===== src/design/two_wire_consts.vh =====
/*
 Constants of the two-wire slave engine: register offsets, control bit
 positions, reset values, status codes and bus timing.
 Assumes inclusion by bare name from design files that use them.
*/
`ifndef TWO_WIRE_CONSTS_VH
`define TWO_WIRE_CONSTS_VH

`define OFS_OWN_ADDR     3'h0
`define OFS_CONTROL      3'h1
`define OFS_STATUS       3'h2
`define OFS_DATA         3'h3

`define BIT_FLAG         7
`define BIT_ACK_EN       6
`define BIT_START_REQ    5
`define BIT_STOP_REQ     4
`define BIT_WCOL         3
`define BIT_ENABLE       2
`define BIT_INT_EN       0

`define RST_OWN_ADDR     8'h00
`define RST_DATA         8'hff
`define RST_PRESCALE     2'h0

`define ST_BUS_ERROR     8'h00
`define ST_OWN_W         8'h60
`define ST_LOST_OWN_W    8'h68
`define ST_GC            8'h70
`define ST_LOST_GC       8'h78
`define ST_RX_ACK        8'h80
`define ST_RX_NACK       8'h88
`define ST_GC_RX_ACK     8'h90
`define ST_GC_RX_NACK    8'h98
`define ST_STOP_RESTART  8'ha0
`define ST_OWN_R         8'ha8
`define ST_LOST_OWN_R    8'hb0
`define ST_TX_ACK        8'hb8
`define ST_TX_NACK       8'hc0
`define ST_LAST_ACK      8'hc8
`define ST_NO_INFO       8'hf8
`define CODE_NO_INFO     5'h1f

`define GC_ADDRESS       7'h00
`define START_HOLD_NS    4000
`define CLK_MHZ          100

`endif


===== src/design/line_sampler.v =====
/*
 Samples the serial clock and data lines into the system clock domain and
 reports clock edges and START and STOP conditions as one-cycle pulses.
 Assumes both lines arrive asynchronously from the pins.
*/
`timescale 1ns/1ps
`default_nettype none

module line_sampler (
   input  wire clk,
   input  wire reset_n,
   input  wire scl_pin,
   input  wire sda_pin,
   output wire scl,
   output wire sda,
   output wire scl_rise,
   output wire scl_fall,
   output wire start_seen,
   output wire stop_seen
);
   reg [1:0] scl_sync;
   reg [1:0] sda_sync;
   reg       scl_prev;
   reg       sda_prev;

   // Idle bus is high, so the pipeline resets high
   always @(posedge clk) begin
      if (!reset_n) begin
         scl_sync <= 2'h3;
         sda_sync <= 2'h3;
         scl_prev <= 1'b1;
         sda_prev <= 1'b1;
      end else begin
         scl_sync <= {scl_sync[0], scl_pin};
         sda_sync <= {sda_sync[0], sda_pin};
         scl_prev <= scl_sync[1];
         sda_prev <= sda_sync[1];
      end
   end

   assign scl        = scl_sync[1];
   assign sda        = sda_sync[1];
   assign scl_rise   = scl_sync[1] & ~scl_prev;
   assign scl_fall   = ~scl_sync[1] & scl_prev;
   assign start_seen = scl_sync[1] & scl_prev & sda_prev & ~sda_sync[1];
   assign stop_seen  = scl_sync[1] & scl_prev & ~sda_prev & sda_sync[1];
endmodule

`default_nettype wire


===== src/design/two_wire_slave_engine.v =====
/*
 Slave engine of a byte-oriented two-wire serial bus: address match,
 receive and transmit byte handling, status posting, clock stretching,
 sleep wake-up and the START request after leaving the addressed state.
 Assumes lines are open drain with pull-ups outside, and that master
 logic elsewhere reports lost arbitration and takes over after a START.
*/
// Our own choices: the plain strobed port and the placing of the registers.
`include "two_wire_consts.vh"
`timescale 1ns/1ps
`default_nettype none
module two_wire_slave_engine (
   input  wire       clk,
   input  wire       reset_n,
   input  wire [2:0] reg_addr,
   input  wire [7:0] reg_wdata,
   input  wire       reg_wr,
   input  wire       reg_rd,
   output reg  [7:0] reg_rdata,
   input  wire       scl_in,
   output wire       scl_out,
   output wire       scl_oe,
   input  wire       sda_in,
   output wire       sda_out,
   output wire       sda_oe,
   input  wire       arbitration_lost,
   input  wire       sleep_active,
   output wire       wake_request,
   output reg        start_issued
);
   localparam START_HOLD_CYC = (`START_HOLD_NS * `CLK_MHZ + 999) / 1000;
   localparam S_IDLE  = 4'h0;
   localparam S_ADDR  = 4'h1;
   localparam S_AACK  = 4'h2;
   localparam S_RX    = 4'h3;
   localparam S_RACK  = 4'h4;
   localparam S_TX    = 4'h5;
   localparam S_TACK  = 4'h6;
   localparam S_HOLD  = 4'h7;
   localparam S_ERR   = 4'h8;
   localparam S_START = 4'h9;
   wire scl;
   wire sda;
   wire scl_rise;
   wire scl_fall;
   wire start_seen;
   wire stop_seen;
   line_sampler u_lines (
      .clk        (clk),
      .reset_n    (reset_n),
      .scl_pin    (scl_in),
      .sda_pin    (sda_in),
      .scl        (scl),
      .sda        (sda),
      .scl_rise   (scl_rise),
      .scl_fall   (scl_fall),
      .start_seen (start_seen),
      .stop_seen  (stop_seen)
   );
   reg  [7:0] own_slave_address;
   reg        interrupt_flag;
   reg        acknowledge_enable;
   reg        start_request;
   reg        stop_request;
   reg        write_collision_flag;
   reg        interface_enable;
   reg        interrupt_enable;
   reg  [7:0] status;
   reg  [1:0] prescale;
   reg  [7:0] two_wire_data;
   reg  [3:0] state;
   reg  [7:0] shreg;
   reg  [3:0] cnt;
   reg        is_gc;
   reg        is_tx;
   reg        last;
   reg        nack;
   reg        lost_arb;
   reg        busy;
   reg        start_pend;
   reg        woke;
   reg        sda_low;
   reg [11:0] start_cnt;
   // Status codes after which the engine falls back to not addressed
   function leaves_addressed;
      input [7:0] code;
      begin
         leaves_addressed = (code == `ST_RX_NACK) || (code == `ST_GC_RX_NACK) ||
                            (code == `ST_STOP_RESTART) || (code == `ST_TX_NACK) ||
                            (code == `ST_LAST_ACK);
      end
   endfunction
   wire ctl_wr    = reg_wr && (reg_addr == `OFS_CONTROL);
   wire clear_req = ctl_wr && reg_wdata[`BIT_FLAG] && interrupt_flag;
   wire in_frame  = (state == S_ADDR) || (state == S_AACK) || (state == S_RX) ||
                    (state == S_RACK) || (state == S_TX) || (state == S_TACK);
   wire own_hit   = (shreg[7:1] == own_slave_address[7:1]);
   wire gc_hit    = (shreg[7:1] == `GC_ADDRESS) && !shreg[0] &&
                    own_slave_address[0];
   assign scl_out = 1'b0;
   assign sda_out = 1'b0;
   // The 0xA0 post comes with SCL high, so it is never stretched
   assign scl_oe  = (state == S_HOLD) && interrupt_flag &&
                    (status != `ST_STOP_RESTART);
   assign sda_oe  = sda_low;
   assign wake_request = woke && interrupt_flag;
   always @(posedge clk) begin
      if (!reset_n) begin
         reg_rdata <= 8'h00;
      end else if (reg_rd) begin
         case (reg_addr)
            `OFS_OWN_ADDR: reg_rdata <= own_slave_address;
            `OFS_CONTROL:  reg_rdata <= {interrupt_flag, acknowledge_enable,
                                         start_request, stop_request,
                                         write_collision_flag, interface_enable,
                                         1'b0, interrupt_enable};
            // Code and prescaler share the byte; code bit 2 reads zero
            `OFS_STATUS:   reg_rdata <= {(interrupt_flag ? status[7:3] :
                                          `CODE_NO_INFO), 1'b0, prescale};
            `OFS_DATA:     reg_rdata <= two_wire_data;
            default:       reg_rdata <= 8'h00;
         endcase
      end else begin
         reg_rdata <= 8'h00;
      end
   end
   always @(posedge clk) begin
      if (!reset_n) begin
         own_slave_address    <= `RST_OWN_ADDR;
         interrupt_flag       <= 1'b0;
         acknowledge_enable   <= 1'b0;
         start_request        <= 1'b0;
         stop_request         <= 1'b0;
         write_collision_flag <= 1'b0;
         interface_enable     <= 1'b0;
         interrupt_enable     <= 1'b0;
         status               <= `ST_NO_INFO;
         prescale             <= `RST_PRESCALE;
         two_wire_data        <= `RST_DATA;
         state                <= S_IDLE;
         shreg                <= 8'h00;
         cnt                  <= 4'h0;
         is_gc                <= 1'b0;
         is_tx                <= 1'b0;
         last                 <= 1'b0;
         nack                 <= 1'b0;
         lost_arb             <= 1'b0;
         busy                 <= 1'b0;
         start_pend           <= 1'b0;
         woke                 <= 1'b0;
         sda_low              <= 1'b0;
         start_cnt            <= 12'h000;
         start_issued         <= 1'b0;
      end else begin
         start_issued <= 1'b0;
         // Register writes first; hardware updates below win the same cycle
         if (reg_wr && (reg_addr == `OFS_OWN_ADDR))
            own_slave_address <= reg_wdata;
         if (reg_wr && (reg_addr == `OFS_STATUS))
            prescale <= reg_wdata[1:0];
         if (reg_wr && (reg_addr == `OFS_DATA)) begin
            if (interrupt_flag) begin
               two_wire_data        <= reg_wdata;
               write_collision_flag <= 1'b0;
            end else begin
               write_collision_flag <= 1'b1;
            end
         end
         if (ctl_wr) begin
            acknowledge_enable <= reg_wdata[`BIT_ACK_EN];
            start_request      <= reg_wdata[`BIT_START_REQ];
            stop_request       <= reg_wdata[`BIT_STOP_REQ];
            interface_enable   <= reg_wdata[`BIT_ENABLE];
            interrupt_enable   <= reg_wdata[`BIT_INT_EN];
         end
         if (clear_req) begin
            interrupt_flag <= 1'b0;
            woke           <= 1'b0;
            if (reg_wdata[`BIT_START_REQ] && leaves_addressed(status))
               start_pend <= 1'b1;
         end
         if (arbitration_lost)
            lost_arb <= 1'b1;
         if (!interface_enable) begin
            state   <= S_IDLE;
            sda_low <= 1'b0;
            busy    <= 1'b0;
         end else if ((start_seen || stop_seen) && (state != S_START) &&
                      (state != S_ERR)) begin
            busy <= start_seen;
            cnt  <= 4'h0;
            if (in_frame && (cnt > 4'h1)) begin // A STOP follows one clock rise
               status         <= `ST_BUS_ERROR;
               interrupt_flag <= 1'b1;
               state          <= S_ERR;
               sda_low        <= 1'b0;
            end else if (state == S_RX) begin
               status         <= `ST_STOP_RESTART;
               interrupt_flag <= 1'b1;
               state          <= start_seen ? S_ADDR : S_IDLE;
            end else if (state != S_HOLD) begin
               // Monitoring goes on whatever the ack and interrupt enables say
               state <= start_seen ? S_ADDR : S_IDLE;
            end
            if (stop_seen)
               lost_arb <= 1'b0;
         end else begin
            case (state)
               S_IDLE: begin
                  if (start_pend && !busy) begin
                     state     <= S_START;
                     sda_low   <= 1'b1;
                     start_cnt <= 12'h000;
                  end
               end
               S_ADDR: begin
                  if (scl_rise) begin
                     shreg <= {shreg[6:0], sda};
                     cnt   <= cnt + 4'h1;
                  end else if (scl_fall && (cnt == 4'h8)) begin
                     cnt <= 4'h0;
                     // Address bytes never reach the data register
                     if (acknowledge_enable && (own_hit || gc_hit)) begin
                        sda_low <= 1'b1;
                        state   <= S_AACK;
                        is_gc   <= gc_hit;
                        is_tx   <= shreg[0] && !gc_hit;
                        woke    <= sleep_active;
                     end else begin
                        state <= S_IDLE;
                     end
                  end
               end
               S_AACK: begin
                  if (scl_fall) begin
                     sda_low        <= 1'b0;
                     interrupt_flag <= 1'b1;
                     state          <= S_HOLD;
                     lost_arb       <= 1'b0;
                     if (is_tx)
                        status <= lost_arb ? `ST_LOST_OWN_R : `ST_OWN_R;
                     else if (is_gc)
                        status <= lost_arb ? `ST_LOST_GC : `ST_GC;
                     else
                        status <= lost_arb ? `ST_LOST_OWN_W : `ST_OWN_W;
                  end
               end
               S_RX: begin
                  if (scl_rise) begin
                     shreg <= {shreg[6:0], sda};
                     cnt   <= cnt + 4'h1;
                  end else if (scl_fall && (cnt == 4'h8)) begin
                     two_wire_data <= shreg;
                     nack          <= !acknowledge_enable;
                     sda_low       <= acknowledge_enable;
                     state         <= S_RACK;
                  end
               end
               S_RACK: begin
                  if (scl_fall) begin
                     sda_low        <= 1'b0;
                     cnt            <= 4'h0;
                     interrupt_flag <= 1'b1;
                     state          <= S_HOLD;
                     if (is_gc)
                        status <= nack ? `ST_GC_RX_NACK : `ST_GC_RX_ACK;
                     else
                        status <= nack ? `ST_RX_NACK : `ST_RX_ACK;
                  end
               end
               S_TX: begin
                  if (scl_fall) begin
                     if (cnt == 4'h7) begin
                        sda_low <= 1'b0;
                        cnt     <= 4'h8;
                        state   <= S_TACK;
                     end else begin
                        shreg   <= {shreg[6:0], 1'b1};
                        sda_low <= !shreg[6];
                        cnt     <= cnt + 4'h1;
                     end
                  end
               end
               S_TACK: begin
                  if (scl_rise) begin
                     nack <= sda;
                  end else if (scl_fall) begin
                     cnt            <= 4'h0;
                     interrupt_flag <= 1'b1;
                     state          <= S_HOLD;
                     if (nack)
                        status <= `ST_TX_NACK;
                     else if (last)
                        status <= `ST_LAST_ACK;
                     else
                        status <= `ST_TX_ACK;
                  end
               end
               S_HOLD: begin
                  if (clear_req) begin
                     cnt <= 4'h0;
                     if (leaves_addressed(status)) begin
                        // Lines stay released, so further clocks read ones
                        state <= S_IDLE;
                     end else if (is_tx) begin
                        // First bit goes out in the same cycle that the clock hold is released
                        shreg   <= two_wire_data;
                        sda_low <= !two_wire_data[7];
                        last    <= !reg_wdata[`BIT_ACK_EN];
                        state   <= S_TX;
                     end else begin
                        state <= S_RX;
                     end
                  end
               end
               S_ERR: begin
                  if (clear_req && reg_wdata[`BIT_STOP_REQ]) begin
                     stop_request <= 1'b0;
                     sda_low      <= 1'b0;
                     busy         <= 1'b0;
                     state        <= S_IDLE;
                  end
               end
               S_START: begin
                  // Master logic elsewhere takes over after the hold time
                  if (start_cnt == START_HOLD_CYC - 1) begin
                     sda_low       <= 1'b0;
                     start_pend    <= 1'b0;
                     start_request <= 1'b0;
                     start_issued  <= 1'b1;
                     state         <= S_IDLE;
                  end else begin
                     start_cnt <= start_cnt + 12'h001;
                  end
               end
               default: begin
                  state <= S_IDLE;
               end
            endcase
         end
      end
   end
endmodule

`default_nettype wire


===== config.mk =====
export PLATFORM = sky130hd
export DESIGN_NAME = two_wire_slave_engine
export DESIGN_NICKNAME = d
export VERILOG_FILES = /design/src/design/line_sampler.v /design/src/design/two_wire_slave_engine.v
export VERILOG_INCLUDE_DIRS = /design/src /design/src/design
export SDC_FILE = /design/constraint.sdc
export NUM_CORES = 1
export LEC_CHECK = 0
export ABC_AREA = 0
export ABC_CLOCK_PERIOD_IN_PS = 2300
export BUFFER_PORTS_ARGS = -buffer_cell sky130_fd_sc_hd__clkbuf_2
export CAP_MARGIN = 20
export CORE_MARGIN = 2
export CORE_UTILIZATION = 55
export DETAILED_ROUTE_END_ITERATION = 8
export HOLD_SLACK_MARGIN = 0.02
export PLACE_DENSITY = 0.87
export SKIP_LAST_GASP = 1
export SLEW_MARGIN = 40
export SYNTH_ARGS = -nofsm -noshare
export SYNTH_HDL_FRONTEND = slang
export SYNTH_HIERARCHICAL = 1
export SYNTH_SLANG_ARGS = --single-unit
export TNS_END_PERCENT = 50

===== constraint.sdc =====
create_clock -name clk -period 2.3 [get_ports clk]
set_clock_uncertainty 0.2 [all_clocks]
set_input_delay 0.46 -clock clk [delete_from_list [all_inputs] [get_ports clk]]
set_output_delay 0.46 -clock clk [all_outputs]
set_load 0.03 [all_outputs]

# Word level (Yosys, flattened, before mapping)
# Cells that the tools add are included.
[op_classes]
bitwise = 17
n_lt_le_gt_ge = 1
n_reduce_logical = 64
n_addsub = 2
n_mux = 130
n_eq_ne = 59
[ops]
columns = ["cell", "n"]
rows = [
  ["$mux 8", 21],
  ["$mux 4", 29],
  ["$mux 1", 60],
  ["$pmux 8 s3", 2],
  ["$eq 8x8->1 const B", 5],
  ["$pmux 4 s9", 1],
  ["$pmux 8 s4", 1],
  ["$ne 3x2->1 const B", 9],
  ["$mux 12", 2],
  ["$pmux 12 s2", 1],
  ["$pmux 4 s6", 1],
  ["$eq 4x3->1 const B", 5],
  ["$logic_and 1x1->1", 20],
  ["$mux 5", 4],
  ["$ne 2x2->1 const B", 9],
  ["$ne 3x3->1 const B", 6],
  ["$reduce_and 6->1", 3],
  ["$ne 3x1->1 const B", 5],
  ["$reduce_and 15->1", 1],
  ["$mux 7", 2],
  ["$reduce_and 7->1", 2],
  ["$add 12x1->12 const B", 1],
  ["$eq 12x9->1 const B", 1],
  ["$eq 4x4->1 const B", 3],
  ["other kinds (35)", 79],
]
[totals]
in_bits = 19
elab_cells = 303
reg_bits = 85
output_inout_bits = 14

# Longest topological paths before layout
# Gate-level depths: netlist of run 1.
[logic_depth]
ltp_word = 12
mapped_depth = 9
mapped_depth_nobuf = 8

# Cells and area by module
# Netlist of run 1, hierarchy kept.
[modules_own_cells]
columns = ["mod", "cells_per_inst", "area_per_inst_um2", "seq_area_each_um2", "n_inst"]
rows = [
  ["two_wire_slave_engine", 542, 4361.7, 1521.5, 1],
  ["line_sampler", 16, 190.2, 120.1, 1],
]

# Worst setup path before layout of run 1
# OpenSTA, ideal clock, no wires.
[synth_path]
path_kind = "input to register"
startpoint = "in reg_addr[1]"
endpoint = "reg shreg[4]"
t_arrival_ps = 2200
n_path_buf = 2
setup_time_ps = 116
t_required_ps = 1984
slack_ps = -217
path_stages = 8
path_cell_list = "buf_6 -> nor3b_4 -> and4_1 -> nand3_2 -> a2111oi_4 -> buf_4 -> nand3_1 -> o211a_1"
[synth_via]
elab_chain_cells = 6
[synth_lines]
columns = ["item", "line", "rtl"]
rows = [
  ["start, declared", "two_wire_slave_engine.v:15", "input wire [2:0] reg_addr,"],
  ["$eq 3x1->1", "n/a", ""],
  ["$logic_and 1x1->1", "two_wire_slave_engine.v:93", "wire ctl_wr = reg_wr && (reg_addr == `OFS_CONTROL);"],
  ["$logic_and 1x1->1 (2 in a row)", "two_wire_slave_engine.v:94", "wire clear_req = ctl_wr && reg_wdata[`BIT_FLAG] && interrupt_flag;"],
  ["$ne 2x2->1 (no line)", "n/a", ""],
  ["$reduce_and 9->1 (no line)", "n/a", ""],
  ["end signal, assigned", "two_wire_slave_engine.v:218", "shreg <= {shreg[6:0], sda};"],
  ["end signal, assigned", "two_wire_slave_engine.v:250", "shreg <= {shreg[6:0], sda};"],
  ["end signal, assigned", "two_wire_slave_engine.v:278", "shreg <= {shreg[6:0], 1'b1};"],
  ["end, declared", "two_wire_slave_engine.v:72", "reg [7:0] shreg;"],
]
# No other way between the ends.
# A chain may end at the register's enable or synchronous reset.

# Final worst setup path of run 1
[layout_path]
startpoint = "reg start_cnt[10]"
endpoint = "reg state[1]"
[layout_via]
elab_chain_cells = 3
[layout_lines]
columns = ["item", "line", "rtl"]
rows = [
  ["start, declared", "two_wire_slave_engine.v:83", "reg [11:0] start_cnt;"],
  ["start signal, assigned", "two_wire_slave_engine.v:333", "start_cnt <= start_cnt + 12'h001;"],
  ["$eq 12x9->1", "two_wire_slave_engine.v:326", "if (start_cnt == START_HOLD_CYC - 1) begin"],
  ["$ne 3x3->1 (no line)", "n/a", ""],
  ["$reduce_and 12->1 (no line)", "n/a", ""],
  ["end signal, assigned", "two_wire_slave_engine.v:200", "state <= start_seen ? S_ADDR : S_IDLE;"],
  ["end signal, assigned", "two_wire_slave_engine.v:203", "state <= start_seen ? S_ADDR : S_IDLE;"],
  ["end, declared", "two_wire_slave_engine.v:71", "reg [3:0] state;"],
]
# No other way between the ends.

==> results by group, run 1 <==
Outcome
  – Status: complete, but fails checks
  – Failing checks: setup timing

Yosys
  – Yosys reg bits: between 80 and 90
  – Ys flop type: dfxtp_1
  – Mapped Avg Cell Area: about 8 um2
  – Yosys top cell by area: dfxtp_1
  – Post-synthesis sequential area ratio: 0.361
  – Post-synth EDFFs: 0
  – Synth top cells by count: nand2_1, dfxtp_1, nor2_1
  – Most frequent cell after synthesis: nand2_1
  – Synth top area cells: dfxtp_1, nand2_1, mux2i_1
  – Yosys top cell area share: 0.361
  – Post-Synthesis Cells: about 560
  – Mapped Area: approximately 4600 um2
  – Async set-reset flop share out of synthesis: 0
  – Cell variety after synth: 80
  – Synth warnings: 6

GRT
  – Initial antenna violation count: 0
  – Vias in the first global route: ~4.6k
  – Pin count of the biggest net entering global routing: 28
  – Total grt overflow: 0
  – First-pass GRT wire length: ~22000 um
  – Global router's overall resource usage: 0.318

Die
  – Die Footprint: approximately 9000 um2
  – Die width: roughly 95 um
  – CORE AREA: between 8000 and 9000 um2
  – Initial Util: 0.560
  – Site Rows: 33
  – Die height: 95.0 um
  – Ports: 33

Setup path
  – Startpoint of the worst register-to-register path: start_cnt[10]
  – CP required: roughly 2.4 ns
  – CP max FO: 3
  – Family with the most delay on the worst path: simple AND/OR/NAND/NOR gates
  – Cell with the largest stage delay on the worst path: or4_4
  – CP Cell Sequence: or4_4 > o31ai_4 > o41a_2 > o2111ai_4 > or4_1 > a21oi_1
  – WP buf/inv: 0
  – CP Launch Type: flip-flop
  – Setup slack, reg-to-reg: -0.1 ns
  – R2R depth: 6
  – CP max stage delay: roughly 0.56 ns
  – Class of the most critical setup path: reg2reg
  – Worst setup EP type: flip-flop
  – Reg2reg end: state[1]
  – CP arrival: around 2.5 ns

Clock network
  – Clk_lat worst skew: 0.37 ns
  – Clk sinks: a little over 80
  – H-Tree Depth: 3
  – Reg clk slew, reported paths: approximately 0.090 ns
  – CTS tree: yes
  – Clock buffer depth: 2
  – Inserted Clock Buffers: 9
  – Root Buffer: clkbuf_8

STA
  – Period utilization: 1.04
  – Relative slew slack: 0.671
  – Pins over their slew limit: 0
  – Hold Fails Final Rpt: 0
  – Final Setup Violations: 2
  – Tmin final: 2.40 ns
  – RSZ-0062 raised after global routing: yes
  – FMAX: 417 MHz
  – Final WS setup: -0.0996 ns
  – Slew at the pin with the worst max-slew slack: 0.489 ns

Cells and area
  – FF/Latch Area: approximately 1700 um2
  – Area grow syn2layout: 29.8%
  – Fin area: 5910 um2
  – Layout fillers: ~600
  – NumNets Final: 694
  – N_diodes: 0
  – Core Util, Final: 0.726
  – Fraction of layout cells with a size suffix above 1: 0.290
  – Area of the multi-input gates: ~2900 um2

Run
  – Max Cap Viol: 0

Placed design
  – Placed inst area: 5440 um2
  – DP Wirelength: ~10000 um
  – I/O Buffers: 30
  – Placer congestion estimate: roughly 0.94

Power
  – P per Cell Area: roughly 500 nW/um2
  – Worst VDD drop: 254 uV
  – Pleak: about 2.4 nW

Drt
  – Routed len/inst: around 18 um
  – Drt drc: 0
  – Iteration-0 DRC Markers: ~350
  – DR vias/cell: roughly 6.2
  – Post-route ant nets: 0
  – Total wire length: ~14000 um
  – Via count: about 5k
  – Router iterations before antenna repair: 6

Hold path
  – Hold path cells: 2
  – Hold Path Sink: u_lines/scl_sync[0]
  – HP Class: in2reg
  – Hold_sp: scl_in
## sequential cells by signal, indices dropped and copies added, names as in the netlist, 2 cells and up
register,cells
cnt,4
own_slave_address,8
prescale,2
reg_rdata,8
shreg,8
start_cnt,12
state,4
status,5
two_wire_data,8
u_lines/scl_sync,2
u_lines/sda_sync,2
## cells in the final DEF, fill, tap and decap left out, types with 6 or more instances in the layout
cell / netlist / routed
buf_4: 5 / 96
nand2_1: 95 / 93
dfxtp_1: 82 / 73
nor2_1: 42 / 41
clkbuf_2: 0 / 29
nand3_1: 28 / 26
o21ai_0: 23 / 23
a21oi_1: 22 / 20
mux2i_1: 17 / 17
nor2b_1: 15 / 14
xor2_1: 12 / 12
a22oi_1: 11 / 10
and3_1: 10 / 10
o21ai_1: 11 / 10
a21boi_1: 9 / 10
nand2b_1: 9 / 9
xnor2_1: 9 / 9
clkbuf_8: 0 / 9
a31oi_1: 8 / 8
nor3_1: 8 / 8
nand4_1: 8 / 8
buf_6: 1 / 7
inv_1: 8 / 6
o211a_1: 6 / 6
## worst reg2reg max path: cells and delay by family (launching register included)
kind / cells / cell delay, ns
DFF: 1 / 0.32
and+or+nand+nor: 2 / 1.05
AOI/OAI and AO/OA: 4 / 0.75
## cell type report
type | count | area share
clock inverter | 7 | 0.0220
sequential | 82 | 0.282
tap | 105 | 0.0222
multi-input combinational | 434 | 0.484
clock buffer | 9 | 0.0210
inverter | 10 | 0.00635
timing repair buffer | 133 | 0.163
## per-layer routing
layer	vias to the layer above	wire length, um	part of all wire	GRT usage
li1	2233	-	-	-
met1	2276	5680	0.40	0.402
met2	303	6660	0.47	0.520
met3	59	1220	0.087	0.0551
met4	0	561	0.040	0.165
met5	-	0	0	0
## worst max path at each step
| stage | cells after the start | from | endpoint |
|---|---|---|---|
| after global placement | 7 | reg_addr[2] | state[1] |
| final | 6 | start_cnt[10] | state[1] |
| after detailed placement | 7 | reg_addr[2] | state[1] |
| after floorplan | 8 | reg_addr[1] | shreg[4] |
| after CTS | 5 | state[1] | scl_oe |
| after global routing | 6 | start_cnt[10] | state[1] |
## where the power goes
| group | leakage (nW) | internal, mW | total, mW | switching (mW) |
|---|---|---|---|---|
| logic | 1.61 | 0.0892 | 0.215 | 0.126 |
| registers | 0.666 | 1.43 | 1.44 | 0.0112 |
| clock network | 0.128 | 0.745 | 1.36 | 0.618 |
| total | 2.40 | 2.26 | 3.02 | 0.755 |
## repair_timing
item / 4_1_cts / 5_1_grt
setup endpoints to repair: 47 / 39
resized for setup: 15 / 35
hold buffers: 0 / 0
buffers inserted: 4 / 3
pin swaps: 1 / 15
## per-stage QoR
stage / worst slack [ns] / hold slack (ns) / TNS, ns / cells / total power [mW]
after detailed placement: -0.195 / 0.208 / -3.62 / 758 / 1.68
after global placement: -0.182 / 0.190 / -2.07 / 758 / 1.67
after global routing: -0.116 / 0.0766 / -1.10 / 780 / 3.08
final: -0.0996 / 0.0738 / -0.113 / 780 / 3.02
after floorplan: -0.106 / 0.186 / -0.525 / 559 / 1.59
after CTS: -0.0839 / 0.0671 / -0.234 / 778 / 3.02
## kinds of logic after synthesis
group                      after synthesis  synth area share
DFF                                     82             0.361
buffers and inverters                   43            0.0429
muxes                                   17            0.0374
other                                    1          0.000824
and+or+nand+nor                        258             0.295
AOI/OAI and AO/OA                      131             0.209
xor gates and xnor gates                21            0.0404
adders and majority gates                5            0.0137
Note: power is estimated with default switching activity, not from simulation.
==> run 2, diff against run 1 <==
--- a/config.mk
+++ b/config.mk
@@ -9,11 +9,11 @@
 export ABC_AREA = 0
 export ABC_CLOCK_PERIOD_IN_PS = 2300
-export BUFFER_PORTS_ARGS = -buffer_cell sky130_fd_sc_hd__clkbuf_2
 export CAP_MARGIN = 20
 export CORE_MARGIN = 2
-export CORE_UTILIZATION = 55
+export CORE_UTILIZATION = 40
 export DETAILED_ROUTE_END_ITERATION = 8
+export DONT_BUFFER_PORTS = 1
 export HOLD_SLACK_MARGIN = 0.02
-export PLACE_DENSITY = 0.87
+export PLACE_DENSITY = 0.66
 export SKIP_LAST_GASP = 1
 export SLEW_MARGIN = 40
==> constraint.sdc (replaced) <==
create_clock -name clk -period 2.3 [get_ports clk]
set_clock_uncertainty 0.2 [all_clocks]
set_input_delay 0.23 -clock clk [delete_from_list [all_inputs] [get_ports clk]]
set_output_delay 0.23 -clock clk [all_outputs]
set_load 0.03 [all_outputs]
==> run 2 against run 1 <==
Compared with the run above:
- global-route usage is 9.8 points lower
- first-iteration DRC count is 39% higher
- hold slack worse by 0.045 ns
- largest cell class unchanged
- sequential share of layout area hardly changed
- non-clock buffer count is 30 lower
- via count is 6.8% lower
- flip-flop and latch count stayed put
- highest routed layer unchanged
- critical path depth stayed put
- the flow still finishes with violations (setup timing)
- final area is 0.70% lower
- utilization is 19 points lower
- worst setup slack worse by 0.059 ns
==> results by group, run 2 (synthesized netlist as in run 1, its figures left out) <==
Setup path
  – CP max FO: 4 (+1)
  – Class of the most critical setup path: reg2reg
  – CP arrival: 2.53 ns (+0.05 ns)
  – Setup crit start: start_cnt[4]
  – CP required: 2.37 ns (about the same)
  – Startpoint of the worst register-to-register path: start_cnt[4]
  – CP Launch Type: flip-flop
  – Worst setup EP type: flip-flop

Power
  – Pleak: 2.27 nW (-5.5%)
  – P per Cell Area: 509 nW/um2 (-0.29%)
  – Worst VDD drop: 525 uV (+110%)

Hold path
  – Hold_sp: reg_wdata[4]
  – HP Class: in2reg

Placed design
  – I/O Buffers: 0 (-100%)
  – Placer congestion estimate: 0.932 (-1.1%)
  – DP Wirelength: 9410 um (-7.2%)
  – Pre-CTS setup slack: -0.127 ns (+0.0678 ns)

Cells and area
  – N_diodes: 0 (unchanged)
  – Commonest non-fill, non-tap cell in the layout: nand2_1
  – Area of the multi-input gates: 2880 um2 (+0.96%)
  – Area grow syn2layout: 28.9%
  – Fraction of layout cells with a size suffix above 1: 0.219 (-0.0718)
  – NumNets Final: 665 (-4.2%)
  – Core Util, Final: 0.534 (-0.192)
  – Most frequent cells in the layout: nand2_1, buf_4, dfxtp_1
  – FF/Latch Area: 1650 um2 (-0.68%)
  – Register with the most flip-flops: start_cnt
  – Layout fillers: 987 (+63%)
  – Largest register FFs: 12 (unchanged)

Clock network
  – CTS tree: yes
  – Clk sinks: 82 (unchanged)
  – Clock buffer depth: 2 (unchanged)
  – Clk_lat worst skew: 0.35 ns (-0.02 ns)
  – H-Tree Depth: 3 (unchanged)
  – Root Buffer: clkbuf_16
  – Reg clk slew, reported paths: 0.06 ns (-0.03 ns)
  – Inserted Clock Buffers: 9 (unchanged)

Outcome
  – Status: complete, but fails checks
  – Failing checks: setup timing

Drt
  – Router iterations before antenna repair: 7 (+1)
  – Routed len/inst: 17.4 um (-3.9%)
  – Via count: 4538 (-6.8%)
  – DR vias/cell: 5.78 (-7.4%)
  – Total wire length: 13700 um (-3.3%)
  – Iteration-0 DRC Markers: 490 (+39%)
  – Post-route ant nets: 0 (unchanged)
  – Drt drc: 0 (unchanged)

STA
  – Hold Fails Final Rpt: 0 (unchanged)
  – Final Setup Violations: 5 (+3)
  – FMAX: 407 MHz (-2.4%)
  – RSZ-0062 raised after global routing: yes
  – Relative slew slack: 0.627 (-0.0441)
  – Tmin final: 2.46 ns (+0.0589 ns)
  – Pins over their slew limit: 0 (unchanged)
  – Final WS setup: -0.159 ns (-0.0589 ns)
  – Slew at the pin with the worst max-slew slack: 0.551 ns (+0.0620 ns)
  – Period utilization: 1.07 (+0.0256)
  – Final TNS setup: -0.334 ns (-0.221 ns)

Run
  – Max Cap Viol: 0 (unchanged)

Die
  – CORE AREA: 11000 um2 (+35%)
  – Die width: 111 um (+17%)
  – Die height: 111 um (+17%)
  – Ports: 33 (unchanged)
  – Initial Util: 0.414 (-0.145)
  – Site Rows: 38 (+15%)
  – Die Footprint: 12200 um2 (+36%)

GRT
  – Vias in the first global route: 4205 (-9.0%)
  – Total grt overflow: 0 (unchanged)
  – Global router's overall resource usage: 0.220 (-0.0985)
  – First-pass GRT wire length: 21900 um (-1.6%)
  – Pin count of the biggest net entering global routing: 53 (+89%)
  – Initial antenna violation count: 0 (unchanged)
run 2: cell types whose count changed in the layout (fill, tap and decap cells not counted), sizes merged:
cell and delta:
clkbuf -27, buf -19, dlygate4sd3 +18, inv -4, bufinv -3, clkinv +2
clkinvlp +2, o211ai +1
run 2: timing repair:
action | CTS | global route
endpoints found under the hold margin | 75 | 0
pin swaps | 4 | 16
hold buffers | 19 | 0
resized for setup | 11 | 27
cloned | 0 | 1
buffers inserted | 4 | 6
setup endpoints to repair | 30 | 47
run 2: worst paths after layout:
kind,end,slack [ns],cells after the start
worst min-delay path,state[3],0.03,2
worst min register to register,u_lines/sda_sync[1],0.21,1
worst max-delay path,state[1],-0.16,6
worst max register to register,state[1],-0.16,6
run 2: layout make-up:
type	count	area share
sequential	82	0.282
inverter	10	0.00640
clock buffer	11	0.0414
clock inverter	4	0.00491
tap	140	0.0299
timing repair buffer	103	0.144
multi-input combinational	435	0.492
run 2: report_power, final:
| part | leakage [nW] | switching, mW | internal [mW] |
|---|---|---|---|
| combinational | 1.48 | 0.112 | 0.0953 |
| clock | 0.128 | 0.576 | 0.754 |
| sequential | 0.665 | 0.0150 | 1.44 |
| total | 2.27 | 0.703 | 2.28 |
run 2: metal layers:
| metal | share of wire | global-route usage | vias up |
|---|---|---|---|
| met4 | 0.018 | 0.0842 | 0 |
| met1 | 0.44 | 0.303 | 2150 |
| met3 | 0.071 | 0.0377 | 22 |
| li1 | - | - | 2173 |
| met2 | 0.47 | 0.345 | 193 |
| met5 | 0 | 0 | - |
run 2: through the flow:
stage	power (mW)	hold slack, ns	cells	cell area [um2]
final	2.99	0.0284	785	5870
after global placement	1.61	0.103	740	5130
after global routing	3.10	0.0351	785	5870
after floorplan	1.59	0.103	559	4560
after detailed placement	1.62	0.103	740	5140
after CTS	3.00	0.0202	778	5680
run 2: critical path: stages (launching register included):
cell and delay, ns:
dfxtp_2 0.32, or4bb_4 0.55, o31ai_4 0.27, o41a_2 0.22, o2111ai_4 0.13, or4_1 0.53
a21oi_1 0.15
==> run 3, diff against run 2 <==
- CELL_PAD_IN_SITES_DETAIL_PLACEMENT: not set -> 1
- CELL_PAD_IN_SITES_GLOBAL_PLACEMENT: not set -> 1
- PLACE_DENSITY: 0.66 -> 0.81
==> run 3 against run 2 <==
Compared with the run above:
- the run ends with hold timing, setup timing left
- sequential power is essentially flat
- routed wire length rose by 20%
- via count increased by 5.8%
- largest power group unchanged
==> results by group, run 3 (synthesized netlist as in run 1, its figures left out) <==
Outcome
  – Status: complete, but fails checks
  – Failing checks: hold timing, setup timing

Setup path
  – CP Launch Type: flip-flop
  – Reg2reg end: state[1]
  – CP required: 2.39 ns (+0.02 ns)
  – Setup slack, reg-to-reg: -0.1 ns (+0.06 ns)
  – WP buf/inv: 2 (+2)
  – R2R depth: 8 (+2)
  – CP max FO: 6 (+2)
  – Worst setup EP type: flip-flop
  – CP arrival: 2.49 ns (-0.04 ns)
  – CP max stage delay: 0.42 ns (-0.13 ns)
  – CP Cell Sequence: nor2b_1 > buf_4 > inv_1 > a32o_2 > nor4b_4 > o2111ai_4 > or4_1 > a21oi_1
  – Class of the most critical setup path: reg2reg
  – Cell with the largest stage delay on the worst path: or4_1
  – Startpoint of the worst register-to-register path: u_lines/scl_prev
  – Family with the most delay on the worst path: simple AND/OR/NAND/NOR gates

STA
  – Hold Fails Final Rpt: 33 (+33)
  – RSZ-0062 raised after global routing: yes
  – Period utilization: 1.04 (-0.0259)
  – Tmin final: 2.40 ns (-0.0596 ns)
  – Pins over their slew limit: 0 (unchanged)
  – Final Setup Violations: 9 (+4)
  – Final WS setup: -0.0990 ns (+0.0596 ns)
  – FMAX: 417 MHz (+2.5%)
  – Hold Slack: -0.226 ns (-0.254 ns)

Clock network
  – Clock buffer depth: 2 (unchanged)
  – H-Tree Depth: 3 (unchanged)
  – Clk sinks: 82 (unchanged)
  – Inserted Clock Buffers: 9 (unchanged)
  – Root Buffer: clkbuf_16
  – Clk_lat worst skew: 0.36 ns (about the same)
  – CTS tree: yes
  – Hold_buf cts: 29 (+10)
  – Reg clk slew, reported paths: 0.07 ns (about the same)

Power
  – Worst VDD drop: 477 uV (-9.1%)
  – P per Cell Area: 517 nW/um2 (+1.5%)
  – Pleak: 2.28 nW (+0.31%)
  – Total Power: 3.05 mW (+2.1%)

GRT
  – Total grt overflow: 0 (unchanged)
  – Pin count of the biggest net entering global routing: 54 (+1.9%)
  – Initial antenna violation count: 1 (+1)
  – First-pass GRT wire length: 26400 um (+20%)
  – Vias in the first global route: 4995 (+19%)
  – Global router's overall resource usage: 0.269 (+0.0493)

Die
  – Die Footprint: 12200 um2 (unchanged)
  – Initial Util: 0.414 (unchanged)
  – Die height: 111 um (unchanged)
  – Ports: 33 (unchanged)
  – Die width: 111 um (unchanged)
  – Site Rows: 38 (unchanged)
  – CORE AREA: 11000 um2 (unchanged)

Cells and area
  – Most frequent cells in the layout: nand2_1, buf_4, dfxtp_1
  – Area grow syn2layout: 29.6%
  – FF/Latch Area: 1650 um2 (-0.23%)
  – Commonest non-fill, non-tap cell in the layout: nand2_1
  – Layout fillers: 1301 (+32%)
  – Area of the multi-input gates: 2830 um2 (-1.9%)
  – N_diodes: 0 (unchanged)
  – Core Util, Final: 0.537 (+0.00308)
  – Largest register FFs: 12 (unchanged)
  – Fraction of layout cells with a size suffix above 1: 0.204 (-0.0146)
  – Register with the most flip-flops: start_cnt
  – NumNets Final: 672 (+1.1%)

Run
  – Max Cap Viol: 0 (unchanged)

Drt
  – Drt drc: 0 (unchanged)
  – Iteration-0 DRC Markers: 431 (-12%)
  – Router iterations before antenna repair: 5 (-2)
  – Via count: 4799 (+5.8%)
  – Total wire length: 16400 um (+20%)
  – DR vias/cell: 6.06 (+4.8%)
  – Routed len/inst: 20.8 um (+19%)
  – Post-route ant nets: 0 (unchanged)

Hold path
  – Hold_sp: reset_n
  – HP Class: in2reg
  – Hold path cells: 1 (-1)
  – Hold Path Sink: status[5]

Placed design
  – Placer congestion estimate: 0.887 (-4.8%)
  – I/O Buffers: 0 (unchanged)
  – DP Wirelength: 10800 um (+15%)
## run 3: metrics by stage
step | cell area [um2] | hold slack [ns] | std cells | TNS (ns) | worst slack [ns]
after CTS | 5770 | -0.260 | 786 | -0.486 | -0.0679
after floorplan | 4560 | 0.103 | 559 | 0 | 0.0133
after global placement | 5160 | 0.102 | 741 | -0.264 | -0.0777
after detailed placement | 5160 | 0.107 | 741 | -1.77 | -0.191
after global routing | 5900 | -0.249 | 792 | -2.44 | -0.186
final | 5900 | -0.226 | 792 | -0.274 | -0.0990
## run 3: worst max path at each step
stage | from | end | slack, ns | cells past startpoint
after floorplan | reg_addr[1] | shreg[4] | 0.01 | 8
after global placement | start_cnt[8] | sda_oe | -0.08 | 6
after detailed placement | state[3] | start_cnt[11] | -0.19 | 8
after CTS | state[3] | start_cnt[1] | -0.07 | 8
after global routing | u_lines/scl_prev | state[1] | -0.19 | 8
final | u_lines/scl_prev | state[1] | -0.1 | 8
## run 3: power by group
group	internal, mW	leakage [nW]	switching (mW)
clock network	0.761	0.127	0.645
registers	1.43	0.664	0.0169
logic	0.0911	1.49	0.102
total	2.29	2.28	0.763
## run 3: cell type report
class | instances | area share
multi-input cells | 434 | 0.480
repair buffers | 111 | 0.158
inverters | 10 | 0.00636
clock buffers | 10 | 0.0405
clock inverters | 5 | 0.00679
flip-flops and latches | 82 | 0.279
well taps | 140 | 0.0297
## run 3: what timing repair did
action                                  in CTS  in global routing
pin swaps                                    4                 10
cloned                                       0                  0
hold endpoints to repair                    63                 33
setup buffers                                1                  6
resized for setup                            7                 21
endpoints found under the setup margin      25                 46
## run 3: worst reg2reg max path: stages, from the launching register on
cell and delay [ns]:
dfxtp_2 0.34, nor2b_1 0.16, buf_4 0.18, inv_1 0.09
a32o_2 0.28, nor4b_4 0.35, o2111ai_4 0.19, or4_1 0.42
a21oi_1 0.13
## run 3: per-layer routing
layer,vias up,track usage,part of all wire
li1,2186,-,-
met1,2381,0.340,0.43
met2,180,0.440,0.47
met3,50,0.0569,0.063
met4,2,0.126,0.033
met5,-,0,0.00079
